==> src/logic/drs_pkg.sv <==
// Constants, register map and state type of the device reset sequencer
package drs_pkg;
  // Cause vector bit positions
  localparam int SRC_W = 7;
  localparam int CB_PIN = 0;
  localparam int CB_POWER = 1;
  localparam int CB_CLOCK = 2;
  localparam int CB_WDOG = 3;
  localparam int CB_SOFT = 4;
  localparam int CB_CMP = 5;
  localparam int CB_FLASH = 6;
  // Register offsets (byte addresses)
  localparam int ADDR_W = 5;
  localparam logic [4:0] OFF_CAUSE = 5'h00;
  localparam logic [4:0] OFF_CTRL = 5'h04;
  localparam logic [4:0] OFF_IRQ_STAT = 5'h08;
  localparam logic [4:0] OFF_IRQ_EN = 5'h0C;
  localparam logic [4:0] OFF_IRQ_CLR = 5'h10;
  // Control register fields
  localparam int CTRL_PIN_HOLD = 0;
  localparam int CTRL_CONV_HOLD = 1;
  // Reset values
  localparam logic [7:0] CTRL_RST = 8'h00;
  localparam logic [7:0] CAUSE_RST = 8'h00;
  localparam logic [7:0] IRQ_EN_RST = 8'h00;
  localparam logic [7:0] IRQ_STAT_RST = 8'h00;
  localparam logic [7:0] PORT_LATCH_RST = 8'hFF;
  localparam logic [15:0] PC_RST = 16'h0000;
  // Release stretch after the last source goes quiet
  localparam int CNT_W = 3;
  localparam logic [2:0] RELEASE_LAST = 3'h3;
  typedef enum logic [1:0] {
    ST_RUN = 2'b00,
    ST_HOLD = 2'b01,
    ST_RELEASE = 2'b10
  } drs_state_t;
endpackage : drs_pkg

==> src/logic/drs_source_merge.sv <==
// Merges all reset sources into one cause vector
module drs_source_merge (
  input wire logic porActive,
  input wire logic pinLow,
  input wire logic pinSelfDriven,
  input wire logic cmpTrip_n,
  input wire logic cmpResetEn,
  input wire logic supplyLow,
  input wire logic watchdogExpired,
  input wire logic clockMissing,
  input wire logic flashError,
  input wire logic softwareReq,
  output logic [6:0] srcVec,
  output logic anySrc,
  output logic powerClass
);
  always_comb begin
    srcVec = '0;
    // Own pin drive must not count as an external reset
    srcVec[drs_pkg::CB_PIN] = pinLow & ~pinSelfDriven;
    srcVec[drs_pkg::CB_POWER] = porActive | supplyLow;
    srcVec[drs_pkg::CB_CLOCK] = clockMissing;
    srcVec[drs_pkg::CB_WDOG] = watchdogExpired;
    srcVec[drs_pkg::CB_SOFT] = softwareReq;
    srcVec[drs_pkg::CB_CMP] = cmpResetEn & ~cmpTrip_n;
    srcVec[drs_pkg::CB_FLASH] = flashError;
    anySrc = |srcVec;
    powerClass = srcVec[drs_pkg::CB_POWER];
  end
endmodule : drs_source_merge

==> src/logic/drs_release_timer.sv <==
// Counts the release stretch before the core is let go
module drs_release_timer (
  input wire logic clk,
  input wire logic rst_n,
  input wire logic start,
  output logic done
);
  logic [2:0] cnt_r;
  logic [2:0] cnt_nxt;

  always_comb begin
    if (start) begin
      cnt_nxt = '0;
    end else if (cnt_r == drs_pkg::RELEASE_LAST) begin
      cnt_nxt = cnt_r;
    end else begin
      cnt_nxt = cnt_r + 3'h1;
    end
    done = (cnt_r == drs_pkg::RELEASE_LAST) & ~start;
  end

  always_ff @(posedge clk) begin
    if (!rst_n) begin
      cnt_r <= drs_pkg::RELEASE_LAST;
    end else begin
      cnt_r <= cnt_nxt;
    end
  end
endmodule : drs_release_timer

==> src/logic/drs_device_reset_sequencer.sv <==
// Central reset sequencer with Wishbone registers and interrupt
// Summary of operation
// - Any source halts the core until exit
// - Register bits load reset values, power-only excepted
// - Interrupts and timers disabled during reset
// - Memory kept, stack pointer reloaded
// - Port latches all ones, open-drain, pull-ups on
// - Power and supply resets drive pin low
// - Program counter cleared to zero on exit
// - Watchdog enabled, internal clock selected on exit
// - Converter hold keeps converter through non-power resets
// - Pin hold keeps port state except power-on
// - Eight sources each place device in reset
// - Power-on exit sets power flag, others clear
// - Software write one resets, flag reads one
// - External pin low resets, pin flag set
module drs_device_reset_sequencer (
  input wire logic clk,
  input wire logic rst_n,
  input wire logic resetPinIn_n,
  output logic resetPinOut_n,
  output logic resetPinOe,
  input wire logic cmpTrip_n,
  input wire logic supplyLow,
  input wire logic watchdogExpired,
  input wire logic watchdogDisableReq,
  input wire logic clockMissing,
  input wire logic clockSelExternalReq,
  input wire logic flashError,
  input wire logic [7:0] portLatchCore,
  input wire logic cyc_i,
  input wire logic stb_i,
  input wire logic we_i,
  input wire logic [4:0] adr_i,
  input wire logic [3:0] sel_i,
  input wire logic [31:0] dat_i,
  output logic [31:0] dat_o,
  output logic ack_o,
  output logic coreHalt,
  output logic sfrInit,
  output logic porOnlyInit,
  output logic irqTimersOff,
  output logic stackPtrLoad,
  output logic pcLoad,
  output logic [15:0] pcValue,
  output logic watchdogEnable,
  output logic clockSelInternal,
  output logic [7:0] portLatch,
  output logic portOpenDrain,
  output logic portWeakPullup,
  output logic portStateHold,
  output logic converterHold,
  output logic irq
);
  drs_pkg::drs_state_t state_r, state_nxt;
  logic [6:0] srcVec;
  logic anySrc, powerClass, timerStart, timerDone, exitPulse;
  logic [6:0] latch_r, latch_nxt;
  logic [7:0] cause_r, cause_nxt, ctrl_r, ctrl_nxt;
  logic [7:0] irqStat_r, irqStat_nxt, irqEn_r, irqEn_nxt;
  logic swReq_r, swReq_nxt, ack_r, ack_nxt;
  logic [31:0] dat_r, dat_nxt;
  logic coreHalt_r, coreHalt_nxt, pinOe_r, pinOe_nxt;
  logic porInit_r, stackLoad_r, stackLoad_nxt, pcLoad_r, pcLoad_nxt;
  logic [15:0] pcValue_r;
  logic wdtEn_r, wdtEn_nxt, clkInt_r, clkInt_nxt;
  logic [7:0] port_r, port_nxt;
  logic portHold_r, portHold_nxt, convHold_r, convHold_nxt;
  logic portOd_r, portOd_nxt;
  logic irq_r, irq_nxt;
  logic busReq, busWr;

  drs_source_merge u_merge (
    .porActive(porInit_r),
    .pinLow(~resetPinIn_n),
    .pinSelfDriven(pinOe_r),
    .cmpTrip_n(cmpTrip_n),
    .cmpResetEn(cause_r[drs_pkg::CB_CMP]),
    .supplyLow(supplyLow),
    .watchdogExpired(watchdogExpired),
    .clockMissing(clockMissing),
    .flashError(flashError),
    .softwareReq(swReq_r),
    .srcVec(srcVec),
    .anySrc(anySrc),
    .powerClass(powerClass)
  );

  drs_release_timer u_timer (
    .clk(clk),
    .rst_n(rst_n),
    .start(timerStart),
    .done(timerDone)
  );

  // enter on any source, leave only after stretch
  always_comb begin
    state_nxt = state_r;
    timerStart = 1'b0;
    exitPulse = 1'b0;
    case (state_r)
      drs_pkg::ST_RUN: begin
        if (anySrc) begin
          state_nxt = drs_pkg::ST_HOLD;
        end
      end
      drs_pkg::ST_HOLD: begin
        if (!anySrc) begin
          state_nxt = drs_pkg::ST_RELEASE;
          timerStart = 1'b1;
        end
      end
      drs_pkg::ST_RELEASE: begin
        if (anySrc) begin
          state_nxt = drs_pkg::ST_HOLD;
        end else if (timerDone) begin
          state_nxt = drs_pkg::ST_RUN;
          exitPulse = 1'b1;
        end
      end
      default: begin
        state_nxt = drs_pkg::ST_HOLD;
      end
    endcase
  end

  // Core-facing outputs follow the next state
  always_comb begin
    latch_nxt = (state_r == drs_pkg::ST_RUN) ? srcVec : (latch_r | srcVec);
    // halt while any reset is pending
    coreHalt_nxt = (state_nxt != drs_pkg::ST_RUN);
    // pin low only for power-class causes
    pinOe_nxt = coreHalt_nxt & (latch_nxt[drs_pkg::CB_POWER] | powerClass);
    stackLoad_nxt = exitPulse;
    pcLoad_nxt = exitPulse;
    // watchdog on and internal clock after exit
    wdtEn_nxt = exitPulse | (wdtEn_r & ~watchdogDisableReq);
    clkInt_nxt = exitPulse | (clkInt_r & ~clockSelExternalReq);
    // port state kept when hold bit set
    portHold_nxt = coreHalt_nxt & ctrl_r[drs_pkg::CTRL_PIN_HOLD];
    // converter kept when its hold bit set
    convHold_nxt = coreHalt_nxt & ctrl_r[drs_pkg::CTRL_CONV_HOLD];
    portOd_nxt = coreHalt_nxt & ~portHold_nxt;
    if (coreHalt_nxt && !portHold_nxt) begin
      port_nxt = drs_pkg::PORT_LATCH_RST;
    end else if (coreHalt_nxt) begin
      port_nxt = port_r;
    end else begin
      port_nxt = portLatchCore;
    end
  end

  // Wishbone classic slave, one wait state
  always_comb begin
    busReq = cyc_i & stb_i;
    busWr = busReq & we_i & ack_r & sel_i[0];
    ack_nxt = busReq & ~ack_r;
    dat_nxt = dat_r;
    if (busReq && !ack_r) begin
      case (adr_i)
        drs_pkg::OFF_CAUSE: dat_nxt = {24'h0000_00, cause_r};
        drs_pkg::OFF_CTRL: dat_nxt = {24'h0000_00, ctrl_r};
        drs_pkg::OFF_IRQ_STAT: dat_nxt = {24'h0000_00, irqStat_r};
        drs_pkg::OFF_IRQ_EN: dat_nxt = {24'h0000_00, irqEn_r};
        default: dat_nxt = 32'h0000_0000;
      endcase
    end
    // software write of one requests reset
    swReq_nxt = busWr & (adr_i == drs_pkg::OFF_CAUSE)
      & dat_i[drs_pkg::CB_SOFT] & ~coreHalt_r;
    ctrl_nxt = ctrl_r;
    if (busWr && adr_i == drs_pkg::OFF_CTRL) begin
      ctrl_nxt = {6'h00, dat_i[1:0]};
    end
    irqEn_nxt = irqEn_r;
    if (busWr && adr_i == drs_pkg::OFF_IRQ_EN) begin
      irqEn_nxt = dat_i[7:0];
    end
    // power cause alone marks a power reset
    cause_nxt = cause_r;
    if (exitPulse && latch_r[drs_pkg::CB_POWER]) begin
      cause_nxt = 8'h00;
      cause_nxt[drs_pkg::CB_POWER] = 1'b1;
    end else if (exitPulse) begin
      // pin flag and the others from the latched causes, comparator enable bit kept
      cause_nxt = {1'b0, latch_r};
      cause_nxt[drs_pkg::CB_CMP] = cause_r[drs_pkg::CB_CMP];
    end else if (busWr && adr_i == drs_pkg::OFF_CAUSE) begin
      cause_nxt[drs_pkg::CB_CMP] = dat_i[drs_pkg::CB_CMP];
    end
    // Set wins over a clear in the same cycle
    irqStat_nxt = irqStat_r;
    if (busWr && adr_i == drs_pkg::OFF_IRQ_CLR) begin
      irqStat_nxt = irqStat_r & ~dat_i[7:0];
    end
    if (exitPulse) begin
      irqStat_nxt = irqStat_nxt | cause_nxt;
    end
    irq_nxt = |(irqStat_nxt & irqEn_nxt);
  end

  // hold and enable bits cleared only by power-on
  always_ff @(posedge clk) begin
    if (!rst_n) begin
      ctrl_r <= drs_pkg::CTRL_RST;
      irqEn_r <= drs_pkg::IRQ_EN_RST;
      irqStat_r <= drs_pkg::IRQ_STAT_RST;
      cause_r <= drs_pkg::CAUSE_RST;
      irq_r <= 1'b0;
      porInit_r <= 1'b1;
    end else begin
      ctrl_r <= ctrl_nxt;
      irqEn_r <= irqEn_nxt;
      irqStat_r <= irqStat_nxt;
      cause_r <= cause_nxt;
      irq_r <= irq_nxt;
      porInit_r <= 1'b0;
    end
  end

  // Power-on puts the sequencer straight into hold
  always_ff @(posedge clk) begin
    if (!rst_n) begin
      state_r <= drs_pkg::ST_HOLD;
      latch_r <= 7'h02;
      coreHalt_r <= 1'b1;
      pinOe_r <= 1'b1;
      stackLoad_r <= 1'b0;
      pcLoad_r <= 1'b0;
      pcValue_r <= drs_pkg::PC_RST;
      wdtEn_r <= 1'b0;
      clkInt_r <= 1'b1;
      port_r <= drs_pkg::PORT_LATCH_RST;
      portHold_r <= 1'b0;
      convHold_r <= 1'b0;
      portOd_r <= 1'b1;
      swReq_r <= 1'b0;
      ack_r <= 1'b0;
      dat_r <= 32'h0000_0000;
    end else begin
      state_r <= state_nxt;
      latch_r <= latch_nxt;
      coreHalt_r <= coreHalt_nxt;
      pinOe_r <= pinOe_nxt;
      stackLoad_r <= stackLoad_nxt;
      pcLoad_r <= pcLoad_nxt;
      pcValue_r <= drs_pkg::PC_RST;
      wdtEn_r <= wdtEn_nxt;
      clkInt_r <= clkInt_nxt;
      port_r <= port_nxt;
      portHold_r <= portHold_nxt;
      convHold_r <= convHold_nxt;
      portOd_r <= portOd_nxt;
      swReq_r <= swReq_nxt;
      ack_r <= ack_nxt;
      dat_r <= dat_nxt;
    end
  end

  assign resetPinOut_n = 1'b0;
  assign resetPinOe = pinOe_r;
  assign dat_o = dat_r;
  assign ack_o = ack_r;
  assign coreHalt = coreHalt_r;
  assign sfrInit = coreHalt_r;
  assign porOnlyInit = porInit_r;
  // interrupts and timers off with the core
  assign irqTimersOff = coreHalt_r;
  assign stackPtrLoad = stackLoad_r;
  assign pcLoad = pcLoad_r;
  assign pcValue = pcValue_r;
  assign watchdogEnable = wdtEn_r;
  assign clockSelInternal = clkInt_r;
  assign portLatch = port_r;
  assign portOpenDrain = portOd_r;
  assign portWeakPullup = 1'b1;
  assign portStateHold = portHold_r;
  assign converterHold = convHold_r;
  assign irq = irq_r;
endmodule : drs_device_reset_sequencer

==> config.mk <==
export PLATFORM = sky130hd
export DESIGN_NAME = drs_device_reset_sequencer
export DESIGN_NICKNAME = d
export VERILOG_FILES = /design/src/logic/drs_pkg.sv /design/src/logic/drs_source_merge.sv /design/src/logic/drs_release_timer.sv /design/src/logic/drs_device_reset_sequencer.sv
export SDC_FILE = /design/constraint.sdc
export NUM_CORES = 1
export LEC_CHECK = 0
export ABC_AREA = 1
export BUFFER_PORTS_ARGS = -buffer_cell sky130_fd_sc_hd__buf_2
export CAP_MARGIN = 10
export CORE_MARGIN = 2
export CORE_UTILIZATION = 25
export CTS_CLUSTER_DIAMETER = 100
export CTS_CLUSTER_SIZE = 25
export DETAILED_ROUTE_END_ITERATION = 10
export GPL_ROUTABILITY_DRIVEN = 1
export SYNTH_ARGS = -nofsm -noshare
export SYNTH_HDL_FRONTEND = slang
export SYNTH_SLANG_ARGS = --single-unit
==> constraint.sdc <==
create_clock -name clk -period 4.1 [get_ports clk]
set_input_delay 0.615 -clock clk [delete_from_list [all_inputs] [get_ports clk]]
set_output_delay 0.615 -clock clk [all_outputs]
set_load 0.05 [all_outputs]
==> metrics.txt, run 1 <==
status completed; Initial Util 0.257; port buffer count 64; # resized after CTS 0; Leak around 1.7 nW; startpoint types flip-flop; Clock Sink Count 65; Req. time, crit path between 4 and 5 ns; Final Setup Violations 0; FF/Latch Area 1300 um2; Root Buffer clkbuf_16; pin count of the biggest net entering global routing 42; final worst path period share 0.473; FILL cells 1305; row cnt 40; Seq/Total Area, Yosys 0.420; Starting DRT DRC Count between 100 and 150; WL final 7280 um; Worst Hold Class flip-flop to flip-flop; critical path type flip-flop to flip-flop; Synth-to-Final Area Change 19.1%; Die X approximately 120 um; Ant. Diodes 0; DR pass1 iterations 4; Worst-Skew Late Latency around 0.33 ns; slowest cell on the critical path nor2_2; largest stage delay on the critical path about 0.47 ns; Synth Warn # 0; unrepaired setup endpoints after global routing no; Worst path most repeated cell ha_1; Final #Nets 543; CP Data Arrival Time 2.15 ns; antenna viol nets, final 0; Int Power 1.17 mW; grt ovf 0; Setup Fix Bufs, Post-CTS 0; Power per Cell Area 442 nW/um2; setup tns final 0 ns; vias approximately 2700; die footprint 13300 um2; Final Max Slew Viols 0; Switch Pwr 0.458 mW; Clock power frac 0.466; CTS tree yes; H-tree depth 3; share of cells above drive strength 1 0.202; Distinct cells, synth 32; CP Capture Type flip-flop; Period minus WS final 1.94 ns; Sw Share 0.281; drt wl/cell 11.2 um; Worst-Margin Slew about 0.54 ns; Cells after Synth 418; Max Freq a little over 500 MHz; Synth Area per Inst around 7.4 um2; most common cell after layout, fill and taps aside nand2_1; commonest non-fill, non-tap cells in the layout nand2_1 (115), dfxtp_1 (65), buf_2 (64), conb_1 (42), inv_1 (37); Worst-path clk slew approximately 0.060 ns; flops & latches, synth 65; HPWL after DPL 5410 um; DRC violations left 0; hold buffers post-CTS 0; Post-Place Cell Area 3390 um2; all-layer global routing usage 0.116; clk_skew about 0.0069 ns; critical-path cell list ha_1 -> ha_1 -> o21ai_0 -> nor2_2 -> o21ai_1 -> inv_2 -> nand3_1; antenna violations before repair 0; drt via density slightly above 4; Num CTS Buffers 9; Max Cap Viol 0; Worst VDD drop 0.186 mV; Seq pwr share 0.403; combinational group share of total power 0.132; Buf/Inv on CP 1; Hold Fails Final Rpt 0; I/O pin total 134; critical path's top delay family simple AND/OR/NAND/NOR gates; area of the multi-input gates roughly 1400 um2; number of global-route vias before repair roughly 2600; RePlAce Congestion 0.792; Post-Syn Area 3100 um2; first-pass GRT wire length 12000 um; Slew Limit Headroom 0.642; Synth area leaders dfxtp_1 (42%), nand2_1 (14%), buf_4 (11%); Die Y 115 um; final non-filler cell area 3690 um2; post-synth top area share 0.420; Max clock buf depth 2; core area 12100 um2; area leader, netlist dfxtp_1; crit-path max FO 11
registers in the layout, indices dropped and copies added (netlist names):
name / flops
cause_r: 8
dat_o: 8
irqEn_r: 8
irqStat_r: 8
portLatch: 8
latch_r: 6
u_timer.cnt_r: 3
ctrl_r: 2
state_r: 2
ack_o: 1
clockSelInternal: 1
converterHold: 1
coreHalt: 1
irq: 1
pcLoad: 1
porOnlyInit: 1
portOpenDrain: 1
portStateHold: 1
resetPinOe: 1
swReq_r: 1
watchdogEnable: 1
metrics by stage:
step | utilization | hold slack [ns] | instances | setup slack [ns] | total power [mW]
global placement | 0.281 | 0.426 | 636 | 1.85 | 0.878
finish | 0.306 | 0.445 | 652 | 2.16 | 1.63
CTS | 0.306 | 0.445 | 652 | 2.12 | 1.66
detailed placement | 0.281 | 0.437 | 636 | 1.82 | 0.888
floorplan | - | 0.416 | 458 | 2.39 | 0.876
global route | 0.306 | 0.476 | 652 | 1.86 | 1.71
Yosys cell counts:
cell,number
nor2_2,2
a22o_1,2
a21boi_0,1
nor2_1,23
nor4_1,2
dfxtp_1,65
ha_1,2
inv_1,37
nand2_2,3
nand3_1,35
buf_4,46
nand3_2,3
inv_2,1
o21a_1,1
o21ai_1,5
a21oi_1,32
conb_1,2
nor2_8,1
clkbuf_1,7
clkinv_1,2
buf_6,2
o211ai_1,5
or2_2,1
xnor2_1,1
inv_4,1
nor2_4,5
nand3b_1,3
o22ai_1,3
nand2_1,115
o21ai_0,8
nand4_1,1
nand2_4,1
path summary, 6_finish.rpt:
path	from	to	slack, ns	depth (start not counted)
setup reg to reg	u_timer.cnt_r[0]	portLatch[7]	2.16	7
hold reg to reg	cause_r[7]	cause_r[7]	0.45	2
hold / removal	cause_r[7]	cause_r[7]	0.45	2
setup / recovery	u_timer.cnt_r[0]	portLatch[7]	2.16	7
layer usage:
metal  track usage  part of all wire  vias to the layer above
li1              -                 -                     1365
met1         0.138              0.45                     1198
met2         0.196              0.48                       82
met3        0.0337             0.053                        9
met4        0.0458             0.014                        0
met5             0                 0                        -
cell families (layout without fill, tap and decap cells):
logic type / after synthesis / count (layout) / share of synthesized area
adders and majority gates: 2 / 2 / 0.00808
and+or+nand+nor: 195 / 195 / 0.287
AOI/OAI and AO/OA: 57 / 57 / 0.101
xor gates and xnor gates: 1 / 1 / 0.00283
other: 2 / 42 / 0.00243
DFF: 65 / 65 / 0.420
buffers and inverters: 96 / 122 / 0.178
cell type report:
| type | instances | area share |
|---|---|---|
| Sequential cell | 65 | 0.353 |
| Multi-Input combinational cell | 297 | 0.378 |
| Timing Repair Buffer | 65 | 0.0889 |
| Inverter | 41 | 0.0424 |
| Clock inverter | 6 | 0.0187 |
| Tap cell | 168 | 0.0570 |
| Clock buffer | 10 | 0.0621 |
power groups by stage:
stage	logic (mW)	clock network, mW	registers, mW
CTS	0.217	0.783	0.657
finish	0.214	0.759	0.656
global placement	0.209	0	0.669
floorplan	0.201	0	0.674
detailed placement	0.217	0	0.670
global route	0.241	0.812	0.659
worst min-delay path: cells and delay by family (launching register included):
family	cells	cell delay [ns]
flip-flops	1	0.29
buffers and inverters	1	0.06
AND/OR/NAND/NOR	1	0.05
No activity file was read; power rests on OpenSTA's default activity.
==> run 2: changes to the inputs <==
- ABC_AREA: 1 -> 0
- clock period: 4.1 -> 1.9 ns (I/O delays scaled with it)
==> run 2 against run 1 <==
- sequential power up 120%
- die area decreased by 2.0%
- non-clock buffer count rose by 44
- sequential share of layout area fell by 3.2 points
- total power up 130%
- global-route usage increased by 0.50 points
- register-to-register slack got worse by 2.1 ns
- clock-buffer cell count rose by 4
- fmax increased by 3.2%
- synthesized cell count decreased by 19%
- critical path depth up 1
- wire length rose by 9.1%
==> metrics.txt, run 2 <==
Initial Util 0.255; area of the multi-input gates 1570 um2; largest stage delay on the critical path 0.42 ns; setup tns final 0 ns; Max clock buf depth 2; Finished Layout Cells between 500 and 600; Inst Count DP 568; Die Y 114 um; Sw Share 0.265; Worst-Skew Late Latency 0.33 ns; number of global-route vias before repair 2462; setup slack, reg-to-reg 0.02 ns; crit path launch u_timer.cnt_r[0]; Power per Cell Area 903 nW/um2; first-pass GRT wire length between 10000 and 15000 um; reg2reg end irq; CP Data Arrival Time between 2 and 2.5 ns; Seq/Total Area, Yosys 0.429; critical-path cell list ha_2 -> ha_4 -> nand3b_1 -> nor3_1 -> buf_4 -> a32oi_2 -> o22ai_1 -> o41a_1; Worst VDD drop 0.477 mV; Distinct cells, synth 49; die footprint 13000 um2; reg2reg start u_timer.cnt_r[0]; DR pass1 iterations 4; clk_skew 0.00691 ns; top layer in use met4; area leader, netlist dfxtp_1; asr flop ratio synth 0; Synth Warn # 0; FF/Latch Area 1310 um2; Hold Fails Final Rpt 0; Critical Path Sink irq; CTS tree yes; most common cell after layout, fill and taps aside buf_2; Leak 1.78 nW; antenna viol nets, final 0; Final Setup Violations 0; RePlAce Congestion 0.805; Most used DFF post-synth dfxtp_1; HPWL after DPL 5830 um; commonest non-fill, non-tap cells in the layout buf_2 (64), dfxtp_1 (63), nor2_1 (45), buf_4 (43), conb_1 (42); Worst-path clk slew 0.05 ns; Switch Pwr between 0.9 and 1 mW; row cnt 40; vias 2620; Clock power frac 0.463; Starting DRT DRC Count 124; CP Capture Type flip-flop; WL final 7950 um; startpoint types flip-flop; Period minus WS final 1.88 ns; crit-path max FO 6; met3 wire len 371 um; Num CTS Buffers 9; hold buffers post-CTS 0; port buffer count 64; combinational group share of total power 0.151; post-synth top area share 0.429; Synth area leaders dfxtp_1 (43%), buf_4 (11%), mux2i_1 (5.6%); core area 11900 um2; critical path type flip-flop to flip-flop; antenna violations before repair 0; Req. time, crit path 2.11 ns; final non-filler cell area 4070 um2; Synth Area per Inst 8.92 um2; pin count of the biggest net entering global routing 33; most frequent cell after synthesis dfxtp_1; Worst Hold Class input pin to flip-flop; flops & latches, synth 65; Root Buffer clkbuf_16; drt via density ~4.4; Final #Nets 501; H-tree depth 3; DRC violations left 0; drt wl/cell 13.5 um; unrepaired setup endpoints after global routing yes; Synth-to-Final Area Change 34.2%; metal2 WL 3710 um; share of cells above drive strength 1 0.348; Max Freq roughly 530 MHz; slowest cell on the critical path o41a_1; Post-Syn Area 3030 um2; M1 WL 3750 um; number of synthesized flops with an enable pin 0; FILL cells 1229; I/O pin total 134; Seq pwr share 0.386; Post-Place Cell Area 3600 um2; grt ovf 0; all-layer global routing usage 0.121; Clock Sink Count 65; status completed; worst reg2reg path depth 8; final worst path period share 0.988; synth cell count leaders dfxtp_1 (65), buf_4 (45), nor2_1 (45); Die X 114 um; Ant. Diodes 0; Cells after Synth between 300 and 400; Int Power 2.70 mW; Max Cap Viol 0; Final Max Slew Viols 0
-- run 2: changes by cell type after synthesis, sizes merged, moves of 5 or more --
| cell | delta |
|---|---|
| nand2 | -101 |
| nand3 | -33 |
| inv | -32 |
| a21oi | -18 |
| mux2i | +17 |
| nor2 | +14 |
| a22oi | +11 |
| and3b | +8 |
| and3 | +6 |
| clkbuf | +5 |
| nor3 | +5 |
| o21ai | +5 |
-- run 2: critical path: cells and delay by family, from the launching register on --
kind                       cells  cell delay (ns)
AOI/OAI and AO/OA              3             0.72
adders and majority gates      2             0.37
buffers and inverters          1             0.17
DFF                            1             0.31
and+or+nand+nor                2             0.19
-- run 2: cells by family (layout without fill, tap and decap cells) --
group	count (synthesis)	in the layout	share of synthesized area
buffers and inverters	71	133	0.147
xor gates and xnor gates	1	1	0.00289
muxes	19	19	0.0710
and+or+nand+nor	119	119	0.212
other	2	42	0.00248
AOI/OAI and AO/OA	61	61	0.127
DFF	65	65	0.429
adders and majority gates	2	2	0.00825
-- run 2: area by class of cell --
type / instances / share of cell area
inverter: 8 / 0.00738
timing repair buffer: 109 / 0.166
sequential: 65 / 0.321
multi-input combinational: 244 / 0.385
tap: 147 / 0.0452
clock buffer: 14 / 0.0673
clock inverter: 2 / 0.00861
-- run 2: power by group through the flow --
stage	Clock [mW]	Combinational, mW	Sequential, mW
2_1_floorplan	0	0.422	1.45
3_3_place_gp	0	0.492	1.44
3_5_place_dp	0	0.516	1.44
4_1_cts	1.72	0.555	1.42
5_1_grt	1.78	0.595	1.42
6_report	1.70	0.557	1.42
-- run 2: worst min path at each step --
| stage | from | end | slack, ns | depth (start not counted) |
|---|---|---|---|---|
| 5_1_grt | portLatchCore[7] | portLatch[7] | 0.23 | 3 |
| 3_5_place_dp | swReq_r | latch_r[4] | 0.45 | 2 |
| 4_1_cts | portLatchCore[0] | portLatch[0] | 0.21 | 3 |
| 6_report | rst_n | porOnlyInit | 0.21 | 2 |
| 2_1_floorplan | clockMissing | latch_r[2] | 0.40 | 2 |
| 3_3_place_gp | cause_r[0] | cause_r[0] | 0.46 | 2 |
-- run 2: timing repair --
| item | in CTS | in global routing |
|---|---|---|
| setup buffers | 2 | 3 |
| pin swaps | 2 | 1 |
| endpoints found under the setup margin | 1 | 15 |
| cloned | 0 | 0 |
| gates resized for setup | 8 | 15 |
-- run 2: metrics by stage --
stage	utilization	hold WS [ns]	setup slack [ns]	power, mW
CTS	0.333	0.212	0.00804	3.70
global route	0.342	0.228	-0.0349	3.80
global placement	0.302	0.457	-0.224	1.93
floorplan	-	0.402	-0.0280	1.87
detailed placement	0.302	0.454	-0.280	1.96
finish	0.342	0.213	0.0222	3.67
-- run 2: layer usage --
layer	global-route usage	up-vias
met5	0	-
met4	0.0423	0
met3	0.0281	12
met2	0.192	88
met1	0.162	1227
li1	-	1293
